`src/core/imt_cfg.svh`:
```
// Register addresses, field positions and reset values for the interrupt block.
`ifndef IMT_CFG_SVH
`define IMT_CFG_SVH
`define IMT_RA_W          6
`define IMT_RA_MASK       6'h04
`define IMT_RA_STATUS     6'h05
`define IMT_RA_TXSTAT     6'h06
`define IMT_REG_W         16
`define IMT_MASK_RST      16'h0000
`define IMT_STATUS_RST    16'h0000
`define IMT_TXSTAT_RST    3'h0
`define IMT_TOPBIT        15
`define IMT_BIT_BR        14
`define IMT_BIT_HBL       13
`define IMT_BIT_LCD       12
`define IMT_BIT_DESCRIPTOR_FLAG_IRQ      11
`define IMT_BIT_PKTRX     10
`define IMT_BIT_TXOK      9
`define IMT_BIT_TXERR     8
`define IMT_TS_OK         0
`define IMT_TS_BCM        1
`define IMT_TS_FU         2
`define IMT_LOW_EVENTS    8
`endif

```
`src/core/imt_pkg.sv`:
```
// Shared types for the interrupt mask and transmit status block.
package imt_pkg;
    typedef logic [15:0] imt_word_t;
    typedef logic [5:0]  imt_addr_t;
    typedef enum logic [2:0] {
        IMT_TX_IDLE = 3'b001,
        IMT_TX_BUSY = 3'b010,
        IMT_TX_DONE = 3'b100
    } imt_tx_state_e;
endpackage : imt_pkg

```
`src/core/imt_irq_ctrl.sv`:
```
// Interrupt mask, event status flags and transmit status for the controller.
//
// How it works
// - Underrun flag never sets while loopback is asserted; an earlier set value holds.
// - Underrun flag sets when FIFO empties before bus is won.
// - Length differing from fragment sum sets mismatch and aborts transmit.
// - Too many collisions during transmit also set the mismatch flag.
// - Sent-ok flag sets only when no transmit error occurred.
// - Mask register answers at register address four.
// - A one in a mask bit enables that source; zero blocks it.
// - Hardware reset clears the whole mask.
// - Mask bit 14 enables the bus retry interrupt.
// - Mask bit 13 enables the heartbeat loss interrupt.
// - Mask bit 12 enables the table load done interrupt.
// - Mask bit 11 enables the descriptor flag interrupt.
// - Mask bit 10 enables the received packet interrupt.
// - Transmit ok mask bit enables interrupt per successful transmit completion.
// - Transmit error mask bit enables interrupt per failed packet.
// - Mask bits 7 to 0 enable timer, receive and tally events.
// - Interrupt output rises one cycle after a set flag is enabled and falls one cycle after none is.
// - Status flags clear on writing one; zero leaves them.
`include "imt_cfg.svh"
module imt_irq_ctrl (
    input  wire logic            i_core_clk,
    input  wire logic            i_rstn,
    input  wire imt_pkg::imt_addr_t i_register_select,
    input  wire logic            i_reg_wr,
    input  wire logic            i_reg_rd,
    input  wire imt_pkg::imt_word_t i_reg_wdata,
    output imt_pkg::imt_word_t   o_reg_rdata,
    input  wire logic            i_bus_retry,
    input  wire logic            i_heartbeat_loss,
    input  wire logic            i_table_load_done,
    input  wire logic            i_rx_packet,
    input  wire logic [7:0]      i_low_events,
    input  wire logic            i_tx_start,
    input  wire logic            i_tx_end,
    input  wire logic            i_descriptor_flag_irq,
    input  wire logic            i_loopback,
    input  wire logic            i_fifo_empty,
    input  wire logic            i_bus_granted,
    input  wire logic [15:0]     i_tx_descriptor_total_length,
    input  wire logic [15:0]     i_fragment_sum,
    input  wire logic            i_fragments_done,
    input  wire logic            i_too_many_collisions,
    input  wire logic            i_excess_deferral,
    output logic                 o_tx_abort,
    output logic                 o_irq
);
    import imt_pkg::*;

    imt_word_t interrupt_enable_mask_r;
    imt_word_t event_status_flags_r;
    imt_word_t event_set;
    imt_word_t status_clear;
    logic [2:0] tx_status;
    logic       tx_ok_pulse;
    logic       tx_err_pulse;
    logic       tx_busy;
    logic       tx_descriptor_flag_irq_r;

    imt_tx_status u_tx_status (
        .i_core_clk           (i_core_clk),
        .i_rstn               (i_rstn),
        .i_tx_start           (i_tx_start),
        .i_tx_end             (i_tx_end),
        .i_loopback           (i_loopback),
        .i_fifo_empty         (i_fifo_empty),
        .i_bus_granted        (i_bus_granted),
        .i_total_length       (i_tx_descriptor_total_length),
        .i_fragment_sum       (i_fragment_sum),
        .i_fragments_done     (i_fragments_done),
        .i_too_many_collisions(i_too_many_collisions),
        .i_excess_deferral    (i_excess_deferral),
        .o_abort              (o_tx_abort),
        .o_busy               (tx_busy),
        .o_tx_status          (tx_status),
        .o_tx_ok_pulse        (tx_ok_pulse),
        .o_tx_err_pulse       (tx_err_pulse)
    );

    // The descriptor flag is latched at start so it fires once per packet.
    always_ff @(posedge i_core_clk or negedge i_rstn) begin
        if (!i_rstn) begin
            tx_descriptor_flag_irq_r <= 1'b0;
        end else if (i_tx_start && !tx_busy) begin
            tx_descriptor_flag_irq_r <= i_descriptor_flag_irq;
        end else if (tx_ok_pulse || tx_err_pulse) begin
            tx_descriptor_flag_irq_r <= 1'b0;
        end
    end

    always_comb begin
        event_set                     = '0;
        event_set[`IMT_BIT_BR]        = i_bus_retry;
        event_set[`IMT_BIT_HBL]       = i_heartbeat_loss;
        event_set[`IMT_BIT_LCD]       = i_table_load_done;
        event_set[`IMT_BIT_DESCRIPTOR_FLAG_IRQ]      = tx_descriptor_flag_irq_r
                                        && (tx_ok_pulse || tx_err_pulse);
        event_set[`IMT_BIT_PKTRX]     = i_rx_packet;
        event_set[`IMT_BIT_TXOK]      = tx_ok_pulse;
        event_set[`IMT_BIT_TXERR]     = tx_err_pulse;
        event_set[`IMT_LOW_EVENTS-1:0] = i_low_events;
    end

    assign status_clear = (i_reg_wr && i_register_select == `IMT_RA_STATUS)
                          ? i_reg_wdata : '0;

    // Mask register: the top bit is held at zero whatever software writes.
    always_ff @(posedge i_core_clk or negedge i_rstn) begin
        if (!i_rstn) begin
            interrupt_enable_mask_r <= `IMT_MASK_RST;
        end else if (i_reg_wr && i_register_select == `IMT_RA_MASK) begin
            interrupt_enable_mask_r <= i_reg_wdata
                & ~(16'h0001 << `IMT_TOPBIT);
        end
    end

    // A new event beats a clear in the same cycle; mask writes never touch it.
    always_ff @(posedge i_core_clk or negedge i_rstn) begin
        if (!i_rstn) begin
            event_status_flags_r <= `IMT_STATUS_RST;
        end else begin
            event_status_flags_r <= ((event_status_flags_r & ~status_clear)
                | event_set) & ~(16'h0001 << `IMT_TOPBIT);
        end
    end

    always_ff @(posedge i_core_clk or negedge i_rstn) begin
        if (!i_rstn) begin
            o_irq <= 1'b0;
        end else begin
            o_irq <= |(event_status_flags_r
                       & interrupt_enable_mask_r);
        end
    end

    always_ff @(posedge i_core_clk or negedge i_rstn) begin
        if (!i_rstn) begin
            o_reg_rdata <= '0;
        end else if (i_reg_rd) begin
            unique case (i_register_select)
                `IMT_RA_MASK:   o_reg_rdata <= interrupt_enable_mask_r;
                `IMT_RA_STATUS: o_reg_rdata <= event_status_flags_r;
                `IMT_RA_TXSTAT: o_reg_rdata <= {13'h0000, tx_status};
                default:        o_reg_rdata <= '0;
            endcase
        end
    end

    AST_MASK_WRITE: assert property (@(posedge i_core_clk)
        disable iff (!i_rstn)
        (i_reg_wr && i_register_select == `IMT_RA_MASK)
        |=> interrupt_enable_mask_r[14:0] == $past(i_reg_wdata[14:0]))
        else $error("Mask write not stored.");
    AST_MASK_TOP_ZERO: assert property (@(posedge i_core_clk)
        disable iff (!i_rstn)
        !interrupt_enable_mask_r[`IMT_TOPBIT])
        else $error("Mask top bit set.");
    AST_IRQ_GATED: assert property (@(posedge i_core_clk)
        disable iff (!i_rstn)
        o_irq == |$past(event_status_flags_r & interrupt_enable_mask_r))
        else $error("Interrupt output disagrees with flags and mask.");
    AST_MASKED_QUIET: assert property (@(posedge i_core_clk)
        disable iff (!i_rstn)
        (interrupt_enable_mask_r == '0) [*2] |-> !o_irq)
        else $error("Interrupt with all sources masked.");
    AST_CLEAR_ON_ONE: assert property (@(posedge i_core_clk)
        disable iff (!i_rstn)
        (status_clear[0] && !event_set[0]) |=> !event_status_flags_r[0])
        else $error("Flag not cleared by one.");
    AST_SET_WINS: assert property (@(posedge i_core_clk)
        disable iff (!i_rstn)
        event_set[`IMT_BIT_BR] |=> event_status_flags_r[`IMT_BIT_BR])
        else $error("Event lost.");
    AST_MASK_KEEPS_FLAGS: assert property (@(posedge i_core_clk)
        disable iff (!i_rstn)
        (i_reg_wr && i_register_select == `IMT_RA_MASK)
        |=> (event_status_flags_r & ~$past(event_status_flags_r)) ==
            ($past(event_set) & ~$past(event_status_flags_r)
             & ~(16'h0001 << `IMT_TOPBIT)))
        else $error("Mask write changed flags.");
    AST_TXOK_FLAG: assert property (@(posedge i_core_clk)
        disable iff (!i_rstn)
        tx_ok_pulse |=> event_status_flags_r[`IMT_BIT_TXOK])
        else $error("Transmit ok not flagged.");
    COV_IRQ: cover property (@(posedge i_core_clk) disable iff (!i_rstn)
        o_irq);
    COV_LATE_ENABLE: cover property (@(posedge i_core_clk)
        disable iff (!i_rstn)
        (|event_status_flags_r && interrupt_enable_mask_r == '0)
        ##1 (interrupt_enable_mask_r != '0) ##1 o_irq);
endmodule : imt_irq_ctrl

```
`src/core/imt_tx_status.sv`:
```
// Transmit completion status flags for one packet.
`include "imt_cfg.svh"
module imt_tx_status (
    input  wire logic            i_core_clk,
    input  wire logic            i_rstn,
    input  wire logic            i_tx_start,
    input  wire logic            i_tx_end,
    input  wire logic            i_loopback,
    input  wire logic            i_fifo_empty,
    input  wire logic            i_bus_granted,
    input  wire logic [15:0]     i_total_length,
    input  wire logic [15:0]     i_fragment_sum,
    input  wire logic            i_fragments_done,
    input  wire logic            i_too_many_collisions,
    input  wire logic            i_excess_deferral,
    output logic                 o_abort,
    output logic                 o_busy,
    output logic [2:0]           o_tx_status,
    output logic                 o_tx_ok_pulse,
    output logic                 o_tx_err_pulse
);
    import imt_pkg::*;

    imt_tx_state_e state_r;
    logic          underrun_now;
    logic          mismatch_now;
    logic          err_r;

    // Loopback never reports underrun because the FIFO is not drained by a bus.
    assign underrun_now = (state_r == IMT_TX_BUSY) && i_fifo_empty
                          && !i_bus_granted && !i_loopback;
    assign mismatch_now = (state_r == IMT_TX_BUSY) && ((i_fragments_done
                          && (i_total_length != i_fragment_sum))
                          || i_too_many_collisions);
    assign o_abort = mismatch_now;
    assign o_busy  = (state_r == IMT_TX_BUSY);

    always_ff @(posedge i_core_clk or negedge i_rstn) begin
        if (!i_rstn) begin
            state_r <= IMT_TX_IDLE;
        end else begin
            unique case (state_r)
                IMT_TX_IDLE: begin
                    if (i_tx_start) begin
                        state_r <= IMT_TX_BUSY;
                    end
                end
                IMT_TX_BUSY: begin
                    if (i_tx_end || mismatch_now) begin
                        state_r <= IMT_TX_DONE;
                    end
                end
                IMT_TX_DONE: begin
                    state_r <= IMT_TX_IDLE;
                end
                default: begin
                    state_r <= IMT_TX_IDLE;
                end
            endcase
        end
    end

    always_ff @(posedge i_core_clk or negedge i_rstn) begin
        if (!i_rstn) begin
            o_tx_status <= `IMT_TXSTAT_RST;
            err_r       <= 1'b0;
        end else if (state_r == IMT_TX_IDLE && i_tx_start) begin
            o_tx_status <= `IMT_TXSTAT_RST;
            err_r       <= 1'b0;
        end else if (state_r == IMT_TX_BUSY) begin
            if (underrun_now) begin
                o_tx_status[`IMT_TS_FU] <= 1'b1;
            end
            if (mismatch_now) begin
                o_tx_status[`IMT_TS_BCM] <= 1'b1;
            end
            if (i_excess_deferral) begin
                err_r <= 1'b1;
            end
            if ((i_tx_end || mismatch_now) && !mismatch_now && !underrun_now
                && !o_tx_status[`IMT_TS_FU] && !err_r
                && !i_excess_deferral) begin
                o_tx_status[`IMT_TS_OK] <= 1'b1;
            end
        end
    end

    always_ff @(posedge i_core_clk or negedge i_rstn) begin
        if (!i_rstn) begin
            o_tx_ok_pulse  <= 1'b0;
            o_tx_err_pulse <= 1'b0;
        end else begin
            o_tx_ok_pulse  <= (state_r == IMT_TX_DONE)
                              && o_tx_status[`IMT_TS_OK];
            o_tx_err_pulse <= (state_r == IMT_TX_DONE)
                              && !o_tx_status[`IMT_TS_OK];
        end
    end

    AST_LOOPBACK_NO_FU: assert property (@(posedge i_core_clk)
        disable iff (!i_rstn)
        (state_r == IMT_TX_BUSY && i_loopback && $past(i_loopback)
         && $past(state_r) == IMT_TX_BUSY && !$past(o_tx_status[`IMT_TS_FU]))
        |-> !o_tx_status[`IMT_TS_FU])
        else $error("Underrun flagged in loopback.");
    AST_UNDERRUN_SETS: assert property (@(posedge i_core_clk)
        disable iff (!i_rstn)
        underrun_now |=> o_tx_status[`IMT_TS_FU])
        else $error("Underrun not flagged.");
    AST_MISMATCH_ABORTS: assert property (@(posedge i_core_clk)
        disable iff (!i_rstn)
        mismatch_now |=> o_tx_status[`IMT_TS_BCM]
                         && state_r == IMT_TX_DONE)
        else $error("Mismatch did not abort.");
    AST_COLLISIONS_SET_BCM: assert property (@(posedge i_core_clk)
        disable iff (!i_rstn)
        (state_r == IMT_TX_BUSY && i_too_many_collisions)
        |=> o_tx_status[`IMT_TS_BCM])
        else $error("Collisions did not set mismatch.");
    AST_OK_EXCLUSIVE: assert property (@(posedge i_core_clk)
        disable iff (!i_rstn)
        o_tx_status[`IMT_TS_OK] |-> !o_tx_status[`IMT_TS_BCM]
                                    && !o_tx_status[`IMT_TS_FU])
        else $error("OK set with an error.");
    COV_TX_OK: cover property (@(posedge i_core_clk) disable iff (!i_rstn)
        o_tx_ok_pulse);
    COV_TX_ABORT: cover property (@(posedge i_core_clk) disable iff (!i_rstn)
        o_abort);
endmodule : imt_tx_status

```
`config.mk`:
```
export PLATFORM = sky130hd
export DESIGN_NAME = imt_irq_ctrl
export DESIGN_NICKNAME = d
export VERILOG_FILES = /design/src/core/imt_pkg.sv /design/src/core/imt_irq_ctrl.sv /design/src/core/imt_tx_status.sv
export VERILOG_INCLUDE_DIRS = /design/src /design/src/core
export SDC_FILE = /design/constraint.sdc
export NUM_CORES = 1
export LEC_CHECK = 0
export BUFFER_PORTS_ARGS = -buffer_cell sky130_fd_sc_hd__buf_2
export CAP_MARGIN = 10
export CORE_ASPECT_RATIO = 0.7
export CORE_MARGIN = 2
export CORE_UTILIZATION = 39
export DETAILED_ROUTE_END_ITERATION = 16
export PLACE_DENSITY = 0.72
export SYNTH_ARGS = -nofsm -noshare
export SYNTH_HDL_FRONTEND = slang
export SYNTH_SLANG_ARGS = --single-unit
export TNS_END_PERCENT = 50
```
`constraint.sdc`:
```
create_clock -name i_core_clk -period 5.1 [get_ports i_core_clk]
set_clock_uncertainty 0.05 [all_clocks]
set_input_delay 1.02 -clock i_core_clk [delete_from_list [all_inputs] [get_ports i_core_clk]]
set_output_delay 1.02 -clock i_core_clk [all_outputs]
set_load 0.005 [all_outputs]
```
[After elaboration in Yosys (flattened, before gate mapping)]
Cells that the tools add are included.
Storage, ports and cells
  bits in registers: 57
  input bits: 79
  output and inout bits: 18
  logic and storage cells: 81
Operators by class
  equal/unequal tests: 9
  mux-type cells: 15
  bitwise operators: 4
  reduce and logical (&&, ||, !) cells: 41
Operators by type and width (number)
  $pmux 15 s3: 1
  $and 15x15->15: 2
  $eq 6x3->1 const B: 3
  $logic_and 1x1->1: 17
  $ne 16x16->1: 1
  $reduce_or 16->1: 1
  $mux 15: 1
  $not 15->15: 1
  $or 15x15->15: 1
  $mux 3: 4
  $reduce_bool 2->1: 6
  $reduce_and 2->1: 5
  $logic_not 1->1: 9
  $mux 1: 8
  $pmux 3 s2: 1
  $eq 3x1->1 const B: 1
  $eq 3x2->1 const B: 1
  $eq 3x3->1 const B: 1
  $logic_or 1x1->1: 3
  $ne 2x1->1 const B: 1
  $ne 2x2->1 const B: 1

[Depth between registers and ports, before layout]
Gate-level depths: netlist of run 1.
  word-level depth: 13
  mapped depth: 6
  mapped depth without buffers: 4

[By module]
Synthesis of run 1 repeated with hierarchy kept, for this count alone.
Unflattened totals
  cells, all modules: 252
  area, all modules: 2776.4 um^2
Modules (own cells, without submodules)
  imt_irq_ctrl: times used 1, cells an instance 199, area each 2205.9 um^2, sequential area each 1176.1 um^2
  imt_tx_status: times used 1, cells an instance 53, area each 570.5 um^2, sequential area each 226.5 um^2

[Least setup slack after synthesis of run 1]
OpenSTA, ideal clock, no wires.
  kind: input to output
  start: in i_fragment_sum[5]
  end: out o_tx_abort
  arrival time: 2.038 ns
  required time: 4.030 ns
  slack: 1.992 ns
  cell stages on the path: 4
  path buffers: 0
  path through: xnor2_1 nand4_1 o41ai_1 a21oi_1
Between the ends
  word-level cells in the longest chain between the ends: 4
RTL lines
  from (decl): RTL line imt_irq_ctrl.sv:43  | input wire logic [15:0] i_fragment_sum,
  $ne 16x16->1: RTL line imt_tx_status.sv:33  | && (i_total_length != i_fragment_sum))
  $logic_and 1x1->1: RTL line imt_tx_status.sv:33
  $logic_or 1x1->1: RTL line imt_tx_status.sv:34  | || i_too_many_collisions);
  $logic_and 1x1->1: RTL line imt_tx_status.sv:32  | assign mismatch_now = (state_r == IMT_TX_BUSY) && ((i_fragments_done
  to (decl): RTL line imt_irq_ctrl.sv:47  | output logic o_tx_abort,
Every way passes these cells.

[Final worst setup path of run 1]
Ends and elaborated chain as after synthesis.

==> results of run 1 <==
per-layer routing:
layer / part of all wire / track usage / wire [um]
met5: 0 / 0 / 0
met2: 0.47 / 0.289 / 2910
met3: 0.055 / 0.0393 / 341
met1: 0.45 / 0.241 / 2780
met4: 0.018 / 0.0593 / 113
cells in the final DEF, fill, tap and decap left out, types with 3 or more instances in the layout:
master    synthesis  layout
mux2_2           15      15
a22o_1            3       3
nand2_1          16      16
o22ai_1          16      16
xnor2_1          16      16
nand4_1           5       5
mux2i_1           3       3
inv_1            21      21
a21o_1           15      15
buf_2             3      94
clkbuf_8          1       6
dfrtp_1          55      55
buf_4             2       3
a22oi_1          16      16
a21oi_1           7       7
nor2_1            8       8
worst max path at each step:
stage                       endpoint  slack, ps  cells past startpoint              start
after floorplan           o_tx_abort       1990                      4  i_fragment_sum[5]
after global placement    o_tx_abort       1550                      6  i_fragment_sum[5]
after detailed placement  o_tx_abort       1520                      6  i_fragment_sum[5]
after CTS                 o_tx_abort       1510                      6  i_fragment_sum[5]
after global routing      o_tx_abort       1380                      6  i_fragment_sum[0]
final                     o_tx_abort       1520                      6  i_fragment_sum[5]
cell families (layout without fill, tap and decap cells):
logic type,count (synthesis),after routing,synth area share
compound gates,65,65,0.176
xor+xnor,16,16,0.0534
buf+inv,32,126,0.0567
flops,56,56,0.534
mux,18,18,0.0758
other cells,1,1,0.00143
simple gates,45,45,0.103
worst max-delay path, cell delays in order:
cell and delay [ps]:
buf_2 100, xnor2_1 150, nand4_1 110, o41ai_1 800, a21oi_1 160, buf_2 170
registers in the layout (all words and copies together), names as in the netlist:
register,cells
u_tx_status.err_r,1
u_tx_status.o_tx_status,3
o_reg_rdata,15
u_tx_status.o_tx_ok_pulse,1
u_tx_status.state_r,3
o_irq,1
u_tx_status.o_tx_err_pulse,1
interrupt_enable_mask_r,15
tx_descriptor_flag_irq_r,1
event_status_flags_r,15
through the flow:
step,area [sq um],util,power [mW],hold slack [ps],cells
after global placement,3160,0.497,0.695,395,410
final,3280,0.516,0.998,416,418
after CTS,3280,0.516,1.01,416,418
after floorplan,2630,-,0.630,370,233
after global routing,3280,0.516,1.05,440,418
after detailed placement,3160,0.497,0.703,398,410
layout make-up:
class | instances | area, sq um | share of cell area
Sequential cell | 56 | 1400 | 0.427
Multi-Input combinational cell | 145 | 1070 | 0.327
Timing Repair Buffer | 97 | 493 | 0.150
Tap cell | 91 | 114 | 0.0347
Clock buffer | 6 | 82.6 | 0.0251
Inverter | 21 | 78.8 | 0.0240
Clock inverter | 2 | 38.8 | 0.0118
power groups by stage:
stage                     Sequential, mW  Combinational (mW)  Clock (mW)
after floorplan                    0.527               0.102           0
after global placement             0.535               0.160           0
after detailed placement           0.539               0.164           0
after CTS                          0.530               0.165       0.311
after global routing               0.539               0.183       0.329
final                              0.530               0.164       0.304
==> flow_results.xml, run 1 <==
<?xml version="1.0" encoding="UTF-8"?>
<metrics>
  <group name="grt">
    <metric name="grt.overflow.total" unit="">0</metric>
    <metric name="grt_pass1_wl" unit="um">10200</metric>
    <metric name="first_global_vias" unit="">2136</metric>
    <metric name="global_route.usage.total" unit="">0.179</metric>
    <metric name="grt_max_degree" unit="">57</metric>
    <metric name="antenna_found_initial" unit="">0</metric>
  </group>
  <group name="floorplan">
    <metric name="die_width" unit="um">102</metric>
    <metric name="fp.dieArea" unit="sq um">7420</metric>
    <metric name="chipHeight" unit="um">72.7</metric>
    <metric name="ios" unit="">97</metric>
    <metric name="num_rows" unit="">24</metric>
    <metric name="core-area" unit="sq um">6370</metric>
    <metric name="starting_density" unit="">0.413</metric>
  </group>
  <group name="setup_path">
    <metric name="timing.critical_path.fanout_max" unit="">5</metric>
    <metric name="setup.worst_path.start_class" unit="">primary input</metric>
    <metric name="reg2reg_slack" unit="ps">3330</metric>
    <metric name="critical_path_class" unit="">in2out</metric>
    <metric name="worst_r2r_startpoint" unit="">u_tx_status.state_r[0]$_DFFE_PN1P_</metric>
    <metric name="timing.rr.end" unit="">u_tx_status.o_tx_status[0]$_DFFE_PN0P_</metric>
    <metric name="timing.critical_path.to_type" unit="">primary output</metric>
    <metric name="ff2ff_path_depth" unit="">3</metric>
    <metric name="critPathArrivalTime" unit="ps">2510</metric>
    <metric name="cp.required" unit="ps">4030</metric>
  </group>
  <group name="detailed_routing">
    <metric name="ant_nets" unit="">0</metric>
    <metric name="first_iter_violations" unit="">89</metric>
    <metric name="drt_pre_antenna_iters" unit="">4</metric>
    <metric name="detail_route.wl_per_cell" unit="um">14.7</metric>
    <metric name="detail_route.vias_per_cell" unit="">5.07</metric>
    <metric name="route.vias.total" unit="">2119</metric>
    <metric name="drc" unit="">0</metric>
    <metric name="postRouteWirelength" unit="um">6150</metric>
  </group>
  <group name="timing">
    <metric name="max_freq" unit="GHz">0.279</metric>
    <metric name="layout_worst_path_cycle_share" unit="">0.703</metric>
    <metric name="rsz0062_at_grt" unit="">no</metric>
    <metric name="slew_violations" unit="">0</metric>
    <metric name="fin_setup_tns" unit="ps">0</metric>
    <metric name="worst_pin_slew" unit="ps">1050</metric>
    <metric name="slew-limit-headroom" unit="">0.294</metric>
    <metric name="setup_viol_count_final" unit="">0</metric>
    <metric name="hold_violations" unit="">0</metric>
    <metric name="fin_ws" unit="ps">1520</metric>
    <metric name="period_minus_slack" unit="ps">3580</metric>
  </group>
  <group name="yosys">
    <metric name="synth_enable_flop_cells" unit="">0</metric>
    <metric name="synth.top_cell.area_share" unit="">0.524</metric>
    <metric name="synthArstFlopShare" unit="">1.00</metric>
    <metric name="synth.ff_latch_count" unit="">56</metric>
    <metric name="synthesized_area" unit="sq um">2630</metric>
    <metric name="postSynthNetCount" unit="">312</metric>
    <metric name="synthTopCellsByArea" unit="">dfrtp_1 (52%), mux2_2 (6.4%), xnor2_1 (5.3%)</metric>
    <metric name="yosysMostFrequentCell" unit="">dfrtp_1</metric>
    <metric name="cell_type_with_the_largest_total_area_after_synthesis" unit="">dfrtp_1</metric>
    <metric name="yosys_warnings" unit="">0</metric>
    <metric name="ys_seq_area_frac" unit="">0.534</metric>
    <metric name="post_synth.cell_area_avg" unit="sq um">11.3</metric>
    <metric name="synthesis.instances" unit="">233</metric>
    <metric name="ys_top_cells_by_count" unit="">dfrtp_1 (55), inv_1 (21)</metric>
    <metric name="synth.lib_cells_used.distinct" unit="">39</metric>
    <metric name="synth-main-ff-cell" unit="">dfrtp_1</metric>
  </group>
  <group name="hold_path">
    <metric name="min_path_type" unit="">reg2reg</metric>
    <metric name="min_delay_worst_endpoint" unit="">event_status_flags_r[8]$_DFF_PN0_</metric>
    <metric name="timing.hold.worst.start" unit="">u_tx_status.o_tx_err_pulse$_DFF_PN0_</metric>
    <metric name="worst_hold_path.num_cells" unit="">1</metric>
  </group>
  <group name="finish">
    <metric name="n_antenna_cell" unit="">0</metric>
    <metric name="filler_cell_count" unit="">620</metric>
    <metric name="syn2layout_area_growth" unit="%">25.1</metric>
    <metric name="num-nets-final" unit="">405</metric>
    <metric name="layout-drive-gt1-share" unit="">0.394</metric>
  </group>
  <group name="clock_tree">
    <metric name="ctsHtreeMaxLevel" unit="">2</metric>
    <metric name="cts.root.buffer_cell" unit="">clkbuf_8</metric>
    <metric name="worstSkewPairLatency" unit="ps">310</metric>
    <metric name="cts_repair_resize_count" unit="">0</metric>
    <metric name="cts_stage_hold_buffer_count" unit="">0</metric>
    <metric name="post-cts-setup-buffers" unit="">0</metric>
    <metric name="cts_tree" unit="">yes</metric>
    <metric name="cts_buffers" unit="">5</metric>
    <metric name="ctsLongestPathBuffers" unit="">2</metric>
    <metric name="cts.sink_count" unit="">56</metric>
    <metric name="worst_path_clk_slew" unit="ps">100</metric>
  </group>
  <group name="run_status">
    <metric name="run_status" unit="">completed</metric>
  </group>
  <group name="placement">
    <metric name="routabilityCongestion" unit="">0.805</metric>
    <metric name="place_hpwl" unit="um">4620</metric>
    <metric name="count_of_input_and_output_buffers" unit="">94</metric>
    <metric name="placement.setup.worst_slack" unit="ps">1520</metric>
  </group>
  <group name="power">
    <metric name="power_per_cell_area" unit="nW/um^2">304</metric>
    <metric name="p_sw" unit="uW">256</metric>
    <metric name="power.ir.vdd_worst" unit="uV">144</metric>
    <metric name="swShare" unit="">0.256</metric>
    <metric name="seq_power_share" unit="">0.531</metric>
    <metric name="clock_power_share" unit="">0.304</metric>
    <metric name="p_int" unit="uW">742</metric>
    <metric name="cellLeakagePower" unit="nW">1.50</metric>
    <metric name="power_frac_comb" unit="">0.164</metric>
  </group>
  <group name="job">
    <metric name="max-cap-violations" unit="">0</metric>
  </group>
</metrics>
No activity file was read; power rests on OpenSTA's default activity.
==> run 2: changes to the inputs <==
==> constraint.sdc (replaced) <==
create_clock -name i_core_clk -period 3.76 [get_ports i_core_clk]
set_clock_uncertainty 0.05 [all_clocks]
set_input_delay 0.752 -clock i_core_clk [delete_from_list [all_inputs] [get_ports i_core_clk]]
set_output_delay 0.752 -clock i_core_clk [all_outputs]
set_load 0.005 [all_outputs]
==> run 2 against run 1 <==
Net effect: clock power up 47%; sequential share of layout area down 0.29 points; non-clock buffer count grew 2; count of clock-buffer cells in the layout fell by 1; routed wire length decreased by 0.55%; die area unchanged; worst setup slack worse by 480 ps; combinational power up 35%; hold slack got worse by 50 ps; power grew 39%; sequential power grew 35%.
==> flow_results.xml, run 2 (synthesis gave the netlist of run 1 again) <==
<?xml version="1.0" encoding="UTF-8"?>
<metrics>
  <group name="setup_path">
    <metric name="critical_path_class" unit="">in2out</metric>
    <metric name="timing.critical_path.fanout_max" unit="">5</metric>
    <metric name="critPathArrivalTime" unit="ps">1920</metric>
    <metric name="critical_path_max_stage_delay" unit="ps">400</metric>
    <metric name="timing.critical_path.to_type" unit="">primary output</metric>
    <metric name="cpMaxStageDelayCell" unit="">o41ai_1</metric>
    <metric name="reg2reg_slack" unit="ps">1990</metric>
    <metric name="setup.worst_path.start_class" unit="">primary input</metric>
    <metric name="critical_path.cell_chain" unit="">buf_2, xnor2_1, nand4_1, o41ai_1, buf_4, a21oi_1, buf_2</metric>
    <metric name="most_frequent_cell_on_the_critical_path" unit="">buf_2</metric>
    <metric name="cp.required" unit="ps">2960</metric>
  </group>
  <group name="grt">
    <metric name="global_route.usage.total" unit="">0.177</metric>
    <metric name="first_global_vias" unit="">2102</metric>
    <metric name="grt.overflow.total" unit="">0</metric>
    <metric name="grt_pass1_wl" unit="um">10200</metric>
    <metric name="grt_max_degree" unit="">33</metric>
    <metric name="antenna_found_initial" unit="">0</metric>
  </group>
  <group name="timing">
    <metric name="period_minus_slack" unit="ps">2720</metric>
    <metric name="layout_worst_path_cycle_share" unit="">0.724</metric>
    <metric name="max_freq" unit="GHz">0.368</metric>
    <metric name="slew_violations" unit="">0</metric>
    <metric name="worst_pin_slew" unit="ps">947</metric>
    <metric name="hold_violations" unit="">0</metric>
    <metric name="setup_viol_count_final" unit="">0</metric>
    <metric name="slew-limit-headroom" unit="">0.364</metric>
    <metric name="rsz0062_at_grt" unit="">no</metric>
    <metric name="fin_setup_tns" unit="ps">0</metric>
  </group>
  <group name="clock_tree">
    <metric name="cts.sink_count" unit="">56</metric>
    <metric name="cts_stage_hold_buffer_count" unit="">0</metric>
    <metric name="worst_path_clk_slew" unit="ps">100</metric>
    <metric name="cts.root.buffer_cell" unit="">clkbuf_8</metric>
    <metric name="cts_repair_resize_count" unit="">0</metric>
    <metric name="ctsLongestPathBuffers" unit="">2</metric>
    <metric name="cts_tree" unit="">yes</metric>
    <metric name="ctsHtreeMaxLevel" unit="">2</metric>
    <metric name="worstSkewPairLatency" unit="ps">310</metric>
    <metric name="cts_buffers" unit="">5</metric>
    <metric name="post-cts-setup-buffers" unit="">0</metric>
  </group>
  <group name="finish">
    <metric name="layout-drive-gt1-share" unit="">0.396</metric>
    <metric name="num-nets-final" unit="">407</metric>
    <metric name="mostFrequentLayoutCell" unit="">buf_2</metric>
    <metric name="n_antenna_cell" unit="">0</metric>
    <metric name="sequential_cell_area" unit="sq um">1400</metric>
    <metric name="most_used_cells_in_the_layout_excluding_fill_and_tap_cells" unit="">buf_2 (94), dfrtp_1 (55), inv_1 (21)</metric>
    <metric name="syn2layout_area_growth" unit="%">25.9</metric>
    <metric name="multiInputGateArea" unit="sq um">1070</metric>
    <metric name="filler_cell_count" unit="">613</metric>
    <metric name="fin_area" unit="sq um">3310</metric>
    <metric name="top_flop_regs" unit="">event_status_flags_r (15), interrupt_enable_mask_r (15), o_reg_rdata (15)</metric>
    <metric name="finalNonFillerCells" unit="">419</metric>
  </group>
  <group name="floorplan">
    <metric name="fp.dieArea" unit="sq um">7420</metric>
    <metric name="chipHeight" unit="um">72.7</metric>
    <metric name="starting_density" unit="">0.413</metric>
    <metric name="core-area" unit="sq um">6370</metric>
    <metric name="die_width" unit="um">102</metric>
    <metric name="ios" unit="">97</metric>
    <metric name="num_rows" unit="">24</metric>
  </group>
  <group name="placement">
    <metric name="place_hpwl" unit="um">4700</metric>
    <metric name="number_of_placed_cells_counting_well_taps" unit="">412</metric>
    <metric name="routabilityCongestion" unit="">0.786</metric>
    <metric name="dpl_cell_area" unit="sq um">3180</metric>
    <metric name="count_of_input_and_output_buffers" unit="">94</metric>
  </group>
  <group name="detailed_routing">
    <metric name="detail_route.vias_per_cell" unit="">5.02</metric>
    <metric name="drt_pre_antenna_iters" unit="">4</metric>
    <metric name="wl_met2" unit="um">2930</metric>
    <metric name="detail_route.wirelength.met1" unit="um">2740</metric>
    <metric name="route.vias.total" unit="">2105</metric>
    <metric name="met3_wirelength" unit="um">332</metric>
    <metric name="postRouteWirelength" unit="um">6110</metric>
    <metric name="ant_nets" unit="">0</metric>
    <metric name="first_iter_violations" unit="">89</metric>
    <metric name="detail_route.wl_per_cell" unit="um">14.6</metric>
    <metric name="drc" unit="">0</metric>
    <metric name="route.top_layer_used" unit="">met4</metric>
  </group>
  <group name="power">
    <metric name="total_power" unit="mW">1.38</metric>
    <metric name="power.ir.vdd_worst" unit="uV">162</metric>
    <metric name="power_per_cell_area" unit="nW/um^2">419</metric>
    <metric name="cellLeakagePower" unit="nW">1.51</metric>
  </group>
  <group name="run_status">
    <metric name="run_status" unit="">completed</metric>
  </group>
  <group name="job">
    <metric name="max-cap-violations" unit="">0</metric>
  </group>
  <group name="hold_path">
    <metric name="min_path_type" unit="">in2async</metric>
  </group>
</metrics>
[run 2: where the power goes]
group,leakage (nW),internal [mW],switching (mW)
logic,0.757,0.121,0.100
registers,0.690,0.668,0.0479
clock network,0.0642,0.262,0.185
[run 2: cell type report]
class | count | share of cell area
Sequential cell | 56 | 0.424
Clock inverter | 2 | 0.0182
Tap cell | 91 | 0.0344
Clock buffer | 5 | 0.0208
Inverter | 21 | 0.0238
Timing Repair Buffer | 99 | 0.154
Multi-Input combinational cell | 145 | 0.325
[run 2: critical path, delay by kind of cell]
kind | cells | cell delay (ps)
buf+inv | 3 | 420
simple gates | 1 | 110
xor+xnor | 1 | 160
compound gates | 2 | 460
[run 2: worst paths after layout]
check | from | cells past startpoint | end
worst max-delay path | i_fragment_sum[5] | 7 | o_tx_abort
worst min-delay path | i_rstn | 1 | o_reg_rdata[12]$_DFFE_PN0P_
worst max register to register | u_tx_status.o_tx_status[2]$_DFFE_PN0P_ | 3 | u_tx_status.o_tx_status[0]$_DFFE_PN0P_
worst min register to register | u_tx_status.o_tx_err_pulse$_DFF_PN0_ | 1 | event_status_flags_r[8]$_DFF_PN0_
max in group asynchronous | i_rstn | 2 | o_reg_rdata[9]$_DFFE_PN0P_
min in group i_core_clk | u_tx_status.o_tx_err_pulse$_DFF_PN0_ | 1 | event_status_flags_r[8]$_DFF_PN0_
[run 2: metrics by stage]
stage,util,worst slack [ps],hold WS (ps)
2_1_floorplan,-,1190,370
3_3_place_gp,0.499,1090,395
3_5_place_dp,0.499,1010,395
4_1_cts,0.519,1000,377
5_1_grt,0.519,923,403
6_report,0.519,1040,366
[run 2: layer usage]
layer	vias up	GRT usage
met5	-	0
met4	0	0.0489
met3	10	0.0335
met2	59	0.275
met1	1009	0.256
li1	1027	-
==> run 3: changes to the inputs <==
--- a/config.mk
+++ b/config.mk
@@ -12,7 +12,7 @@
 export CORE_MARGIN = 2
 export CORE_UTILIZATION = 39
 export DETAILED_ROUTE_END_ITERATION = 16
-export PLACE_DENSITY = 0.72
+export PLACE_DENSITY = 0.74
 export SYNTH_ARGS = -nofsm -noshare
 export SYNTH_HDL_FRONTEND = slang
 export SYNTH_SLANG_ARGS = --single-unit
==> constraint.sdc (replaced) <==
create_clock -name i_core_clk -period 2.4 [get_ports i_core_clk]
set_clock_uncertainty 0.05 [all_clocks]
set_input_delay 0.48 -clock i_core_clk [delete_from_list [all_inputs] [get_ports i_core_clk]]
set_output_delay 0.48 -clock i_core_clk [all_outputs]
set_load 0.005 [all_outputs]
==> run 3 against run 2 <==
Net effect: die area stayed put; count of clock-buffer cells in the layout is 1 higher; power is 45% higher; clock power is 17% higher; first-iteration DRC count is 7.9% lower; final area stayed put; via count is 2.1% higher; sequential power is 58% higher; critical endpoint unchanged; utilization stayed put.
==> flow_results.xml, run 3 (synthesis gave the netlist of run 1 again) <==
<?xml version="1.0" encoding="UTF-8"?>
<metrics>
  <group name="run_status">
    <metric name="run_status" unit="">completed</metric>
  </group>
  <group name="grt">
    <metric name="grt_pass1_wl" unit="um">10100</metric>
    <metric name="first_global_vias" unit="">2138</metric>
    <metric name="antenna_found_initial" unit="">0</metric>
    <metric name="global_route.usage.total" unit="">0.177</metric>
    <metric name="grt.overflow.total" unit="">0</metric>
    <metric name="grt_max_degree" unit="">32</metric>
  </group>
  <group name="floorplan">
    <metric name="ios" unit="">97</metric>
    <metric name="core-area" unit="sq um">6370</metric>
    <metric name="die_width" unit="um">102</metric>
    <metric name="num_rows" unit="">24</metric>
    <metric name="fp.dieArea" unit="sq um">7420</metric>
    <metric name="chipHeight" unit="um">72.7</metric>
    <metric name="starting_density" unit="">0.413</metric>
  </group>
  <group name="timing">
    <metric name="worst_pin_slew" unit="ps">756</metric>
    <metric name="fin_ws" unit="ps">262</metric>
    <metric name="hold_violations" unit="">0</metric>
    <metric name="slew-limit-headroom" unit="">0.489</metric>
    <metric name="period_minus_slack" unit="ps">2140</metric>
    <metric name="max_freq" unit="GHz">0.468</metric>
    <metric name="layout_worst_path_cycle_share" unit="">0.891</metric>
    <metric name="slew_violations" unit="">0</metric>
    <metric name="setup_viol_count_final" unit="">0</metric>
    <metric name="fin_setup_tns" unit="ps">0</metric>
    <metric name="rsz0062_at_grt" unit="">no</metric>
  </group>
  <group name="finish">
    <metric name="top_flop_regs" unit="">event_status_flags_r (15), interrupt_enable_mask_r (15), o_reg_rdata (15)</metric>
    <metric name="mostFrequentLayoutCell" unit="">buf_2</metric>
    <metric name="most_used_cells_in_the_layout_excluding_fill_and_tap_cells" unit="">buf_2 (94), dfrtp_1 (55), inv_1 (21)</metric>
    <metric name="fin_area" unit="sq um">3310</metric>
    <metric name="syn2layout_area_growth" unit="%">25.9</metric>
    <metric name="n_antenna_cell" unit="">0</metric>
    <metric name="multiInputGateArea" unit="sq um">1070</metric>
    <metric name="layout-drive-gt1-share" unit="">0.399</metric>
    <metric name="num-nets-final" unit="">409</metric>
    <metric name="sequential_cell_area" unit="sq um">1400</metric>
    <metric name="filler_cell_count" unit="">601</metric>
  </group>
  <group name="clock_tree">
    <metric name="ctsHtreeMaxLevel" unit="">2</metric>
    <metric name="cts.sink_count" unit="">56</metric>
    <metric name="worstSkewPairLatency" unit="ps">310</metric>
    <metric name="post-cts-setup-buffers" unit="">0</metric>
    <metric name="worst_path_clk_slew" unit="ps">110</metric>
    <metric name="cts_stage_hold_buffer_count" unit="">0</metric>
    <metric name="cts.root.buffer_cell" unit="">clkbuf_8</metric>
    <metric name="cts_tree" unit="">yes</metric>
    <metric name="ctsLongestPathBuffers" unit="">2</metric>
    <metric name="cts_repair_resize_count" unit="">0</metric>
    <metric name="cts_buffers" unit="">5</metric>
  </group>
  <group name="hold_path">
    <metric name="min_path_type" unit="">in2async</metric>
  </group>
  <group name="placement">
    <metric name="routabilityCongestion" unit="">0.808</metric>
    <metric name="place_hpwl" unit="um">4710</metric>
    <metric name="placement.setup.worst_slack" unit="ps">263</metric>
    <metric name="dpl_cell_area" unit="sq um">3220</metric>
    <metric name="count_of_input_and_output_buffers" unit="">94</metric>
  </group>
  <group name="detailed_routing">
    <metric name="route.vias.total" unit="">2149</metric>
    <metric name="first_iter_violations" unit="">82</metric>
    <metric name="detail_route.vias_per_cell" unit="">5.09</metric>
    <metric name="postRouteWirelength" unit="um">6130</metric>
    <metric name="drt_pre_antenna_iters" unit="">5</metric>
    <metric name="ant_nets" unit="">0</metric>
    <metric name="drc" unit="">0</metric>
    <metric name="detail_route.wl_per_cell" unit="um">14.5</metric>
  </group>
  <group name="setup_path">
    <metric name="cp.required" unit="ps">1870</metric>
    <metric name="critPathArrivalTime" unit="ps">1610</metric>
    <metric name="timing.rr.end" unit="">u_tx_status.o_tx_status[0]$_DFFE_PN0P_</metric>
    <metric name="timing.critical_path.to_type" unit="">primary output</metric>
    <metric name="setup.worst_path.start_class" unit="">primary input</metric>
    <metric name="ff2ff_path_depth" unit="">3</metric>
    <metric name="timing.critical_path.fanout_max" unit="">2</metric>
    <metric name="worst_r2r_startpoint" unit="">u_tx_status.state_r[0]$_DFFE_PN1P_</metric>
    <metric name="reg2reg_slack" unit="ps">660</metric>
    <metric name="beginning_of_the_critical_path" unit="">i_fragment_sum[10]</metric>
    <metric name="timing.critical_path.to" unit="">o_tx_abort</metric>
    <metric name="critical_path_class" unit="">in2out</metric>
  </group>
  <group name="power">
    <metric name="cellLeakagePower" unit="nW">1.51</metric>
    <metric name="total_power" unit="mW">2.00</metric>
    <metric name="power.ir.vdd_worst" unit="uV">282</metric>
    <metric name="power_per_cell_area" unit="nW/um^2">606</metric>
  </group>
  <group name="job">
    <metric name="max-cap-violations" unit="">0</metric>
  </group>
</metrics>
## run 3: how the worst min path moves through the flow
stage                                   endpoint  cells after the start  slack, ps
6_report             o_reg_rdata[13]$_DFFE_PN0P_                      1        100
3_5_place_dp   event_status_flags_r[9]$_DFF_PN0_                      1        390
4_1_cts              o_reg_rdata[13]$_DFFE_PN0P_                      1        120
3_3_place_gp   event_status_flags_r[8]$_DFF_PN0_                      1        400
5_1_grt              o_reg_rdata[13]$_DFFE_PN0P_                      1        160
2_1_floorplan  event_status_flags_r[0]$_DFF_PN0_                      0        130
## run 3: layout make-up
cell class,instances,area share
Clock inverter,2,0.00492
Clock buffer,6,0.0219
Timing Repair Buffer,101,0.166
Inverter,21,0.0238
Multi-Input combinational cell,145,0.325
Sequential cell,56,0.424
Tap cell,91,0.0344
## run 3: metal layers
metal	vias up	global-route usage	part of all wire	routed length, um
met2	59	0.274	0.47	2880
met1	1057	0.251	0.47	2870
met4	0	0.0607	0.015	89
met5	-	0	0	0
met3	7	0.0364	0.048	293
li1	1026	-	-	-
## run 3: report_power, final
| part | internal [mW] | switching, mW | total [mW] |
|---|---|---|---|
| Combinational | 0.193 | 0.160 | 0.353 |
| Clock | 0.209 | 0.316 | 0.524 |
| Sequential | 1.05 | 0.0805 | 1.13 |
## run 3: through the flow
step | std cells | hold slack [ps] | utilization
floorplan | 233 | 134 | -
global placement | 414 | 396 | 0.506
detailed placement | 414 | 395 | 0.506
CTS | 422 | 117 | 0.519
global route | 422 | 155 | 0.519
finish | 422 | 99.8 | 0.519
## run 3: worst max-delay path, cell delays in order
cell and delay, ps:
buf_2 100, xnor2_1 170, nand4_1 120, o41ai_1 480, a21oi_1 120, buf_2 140
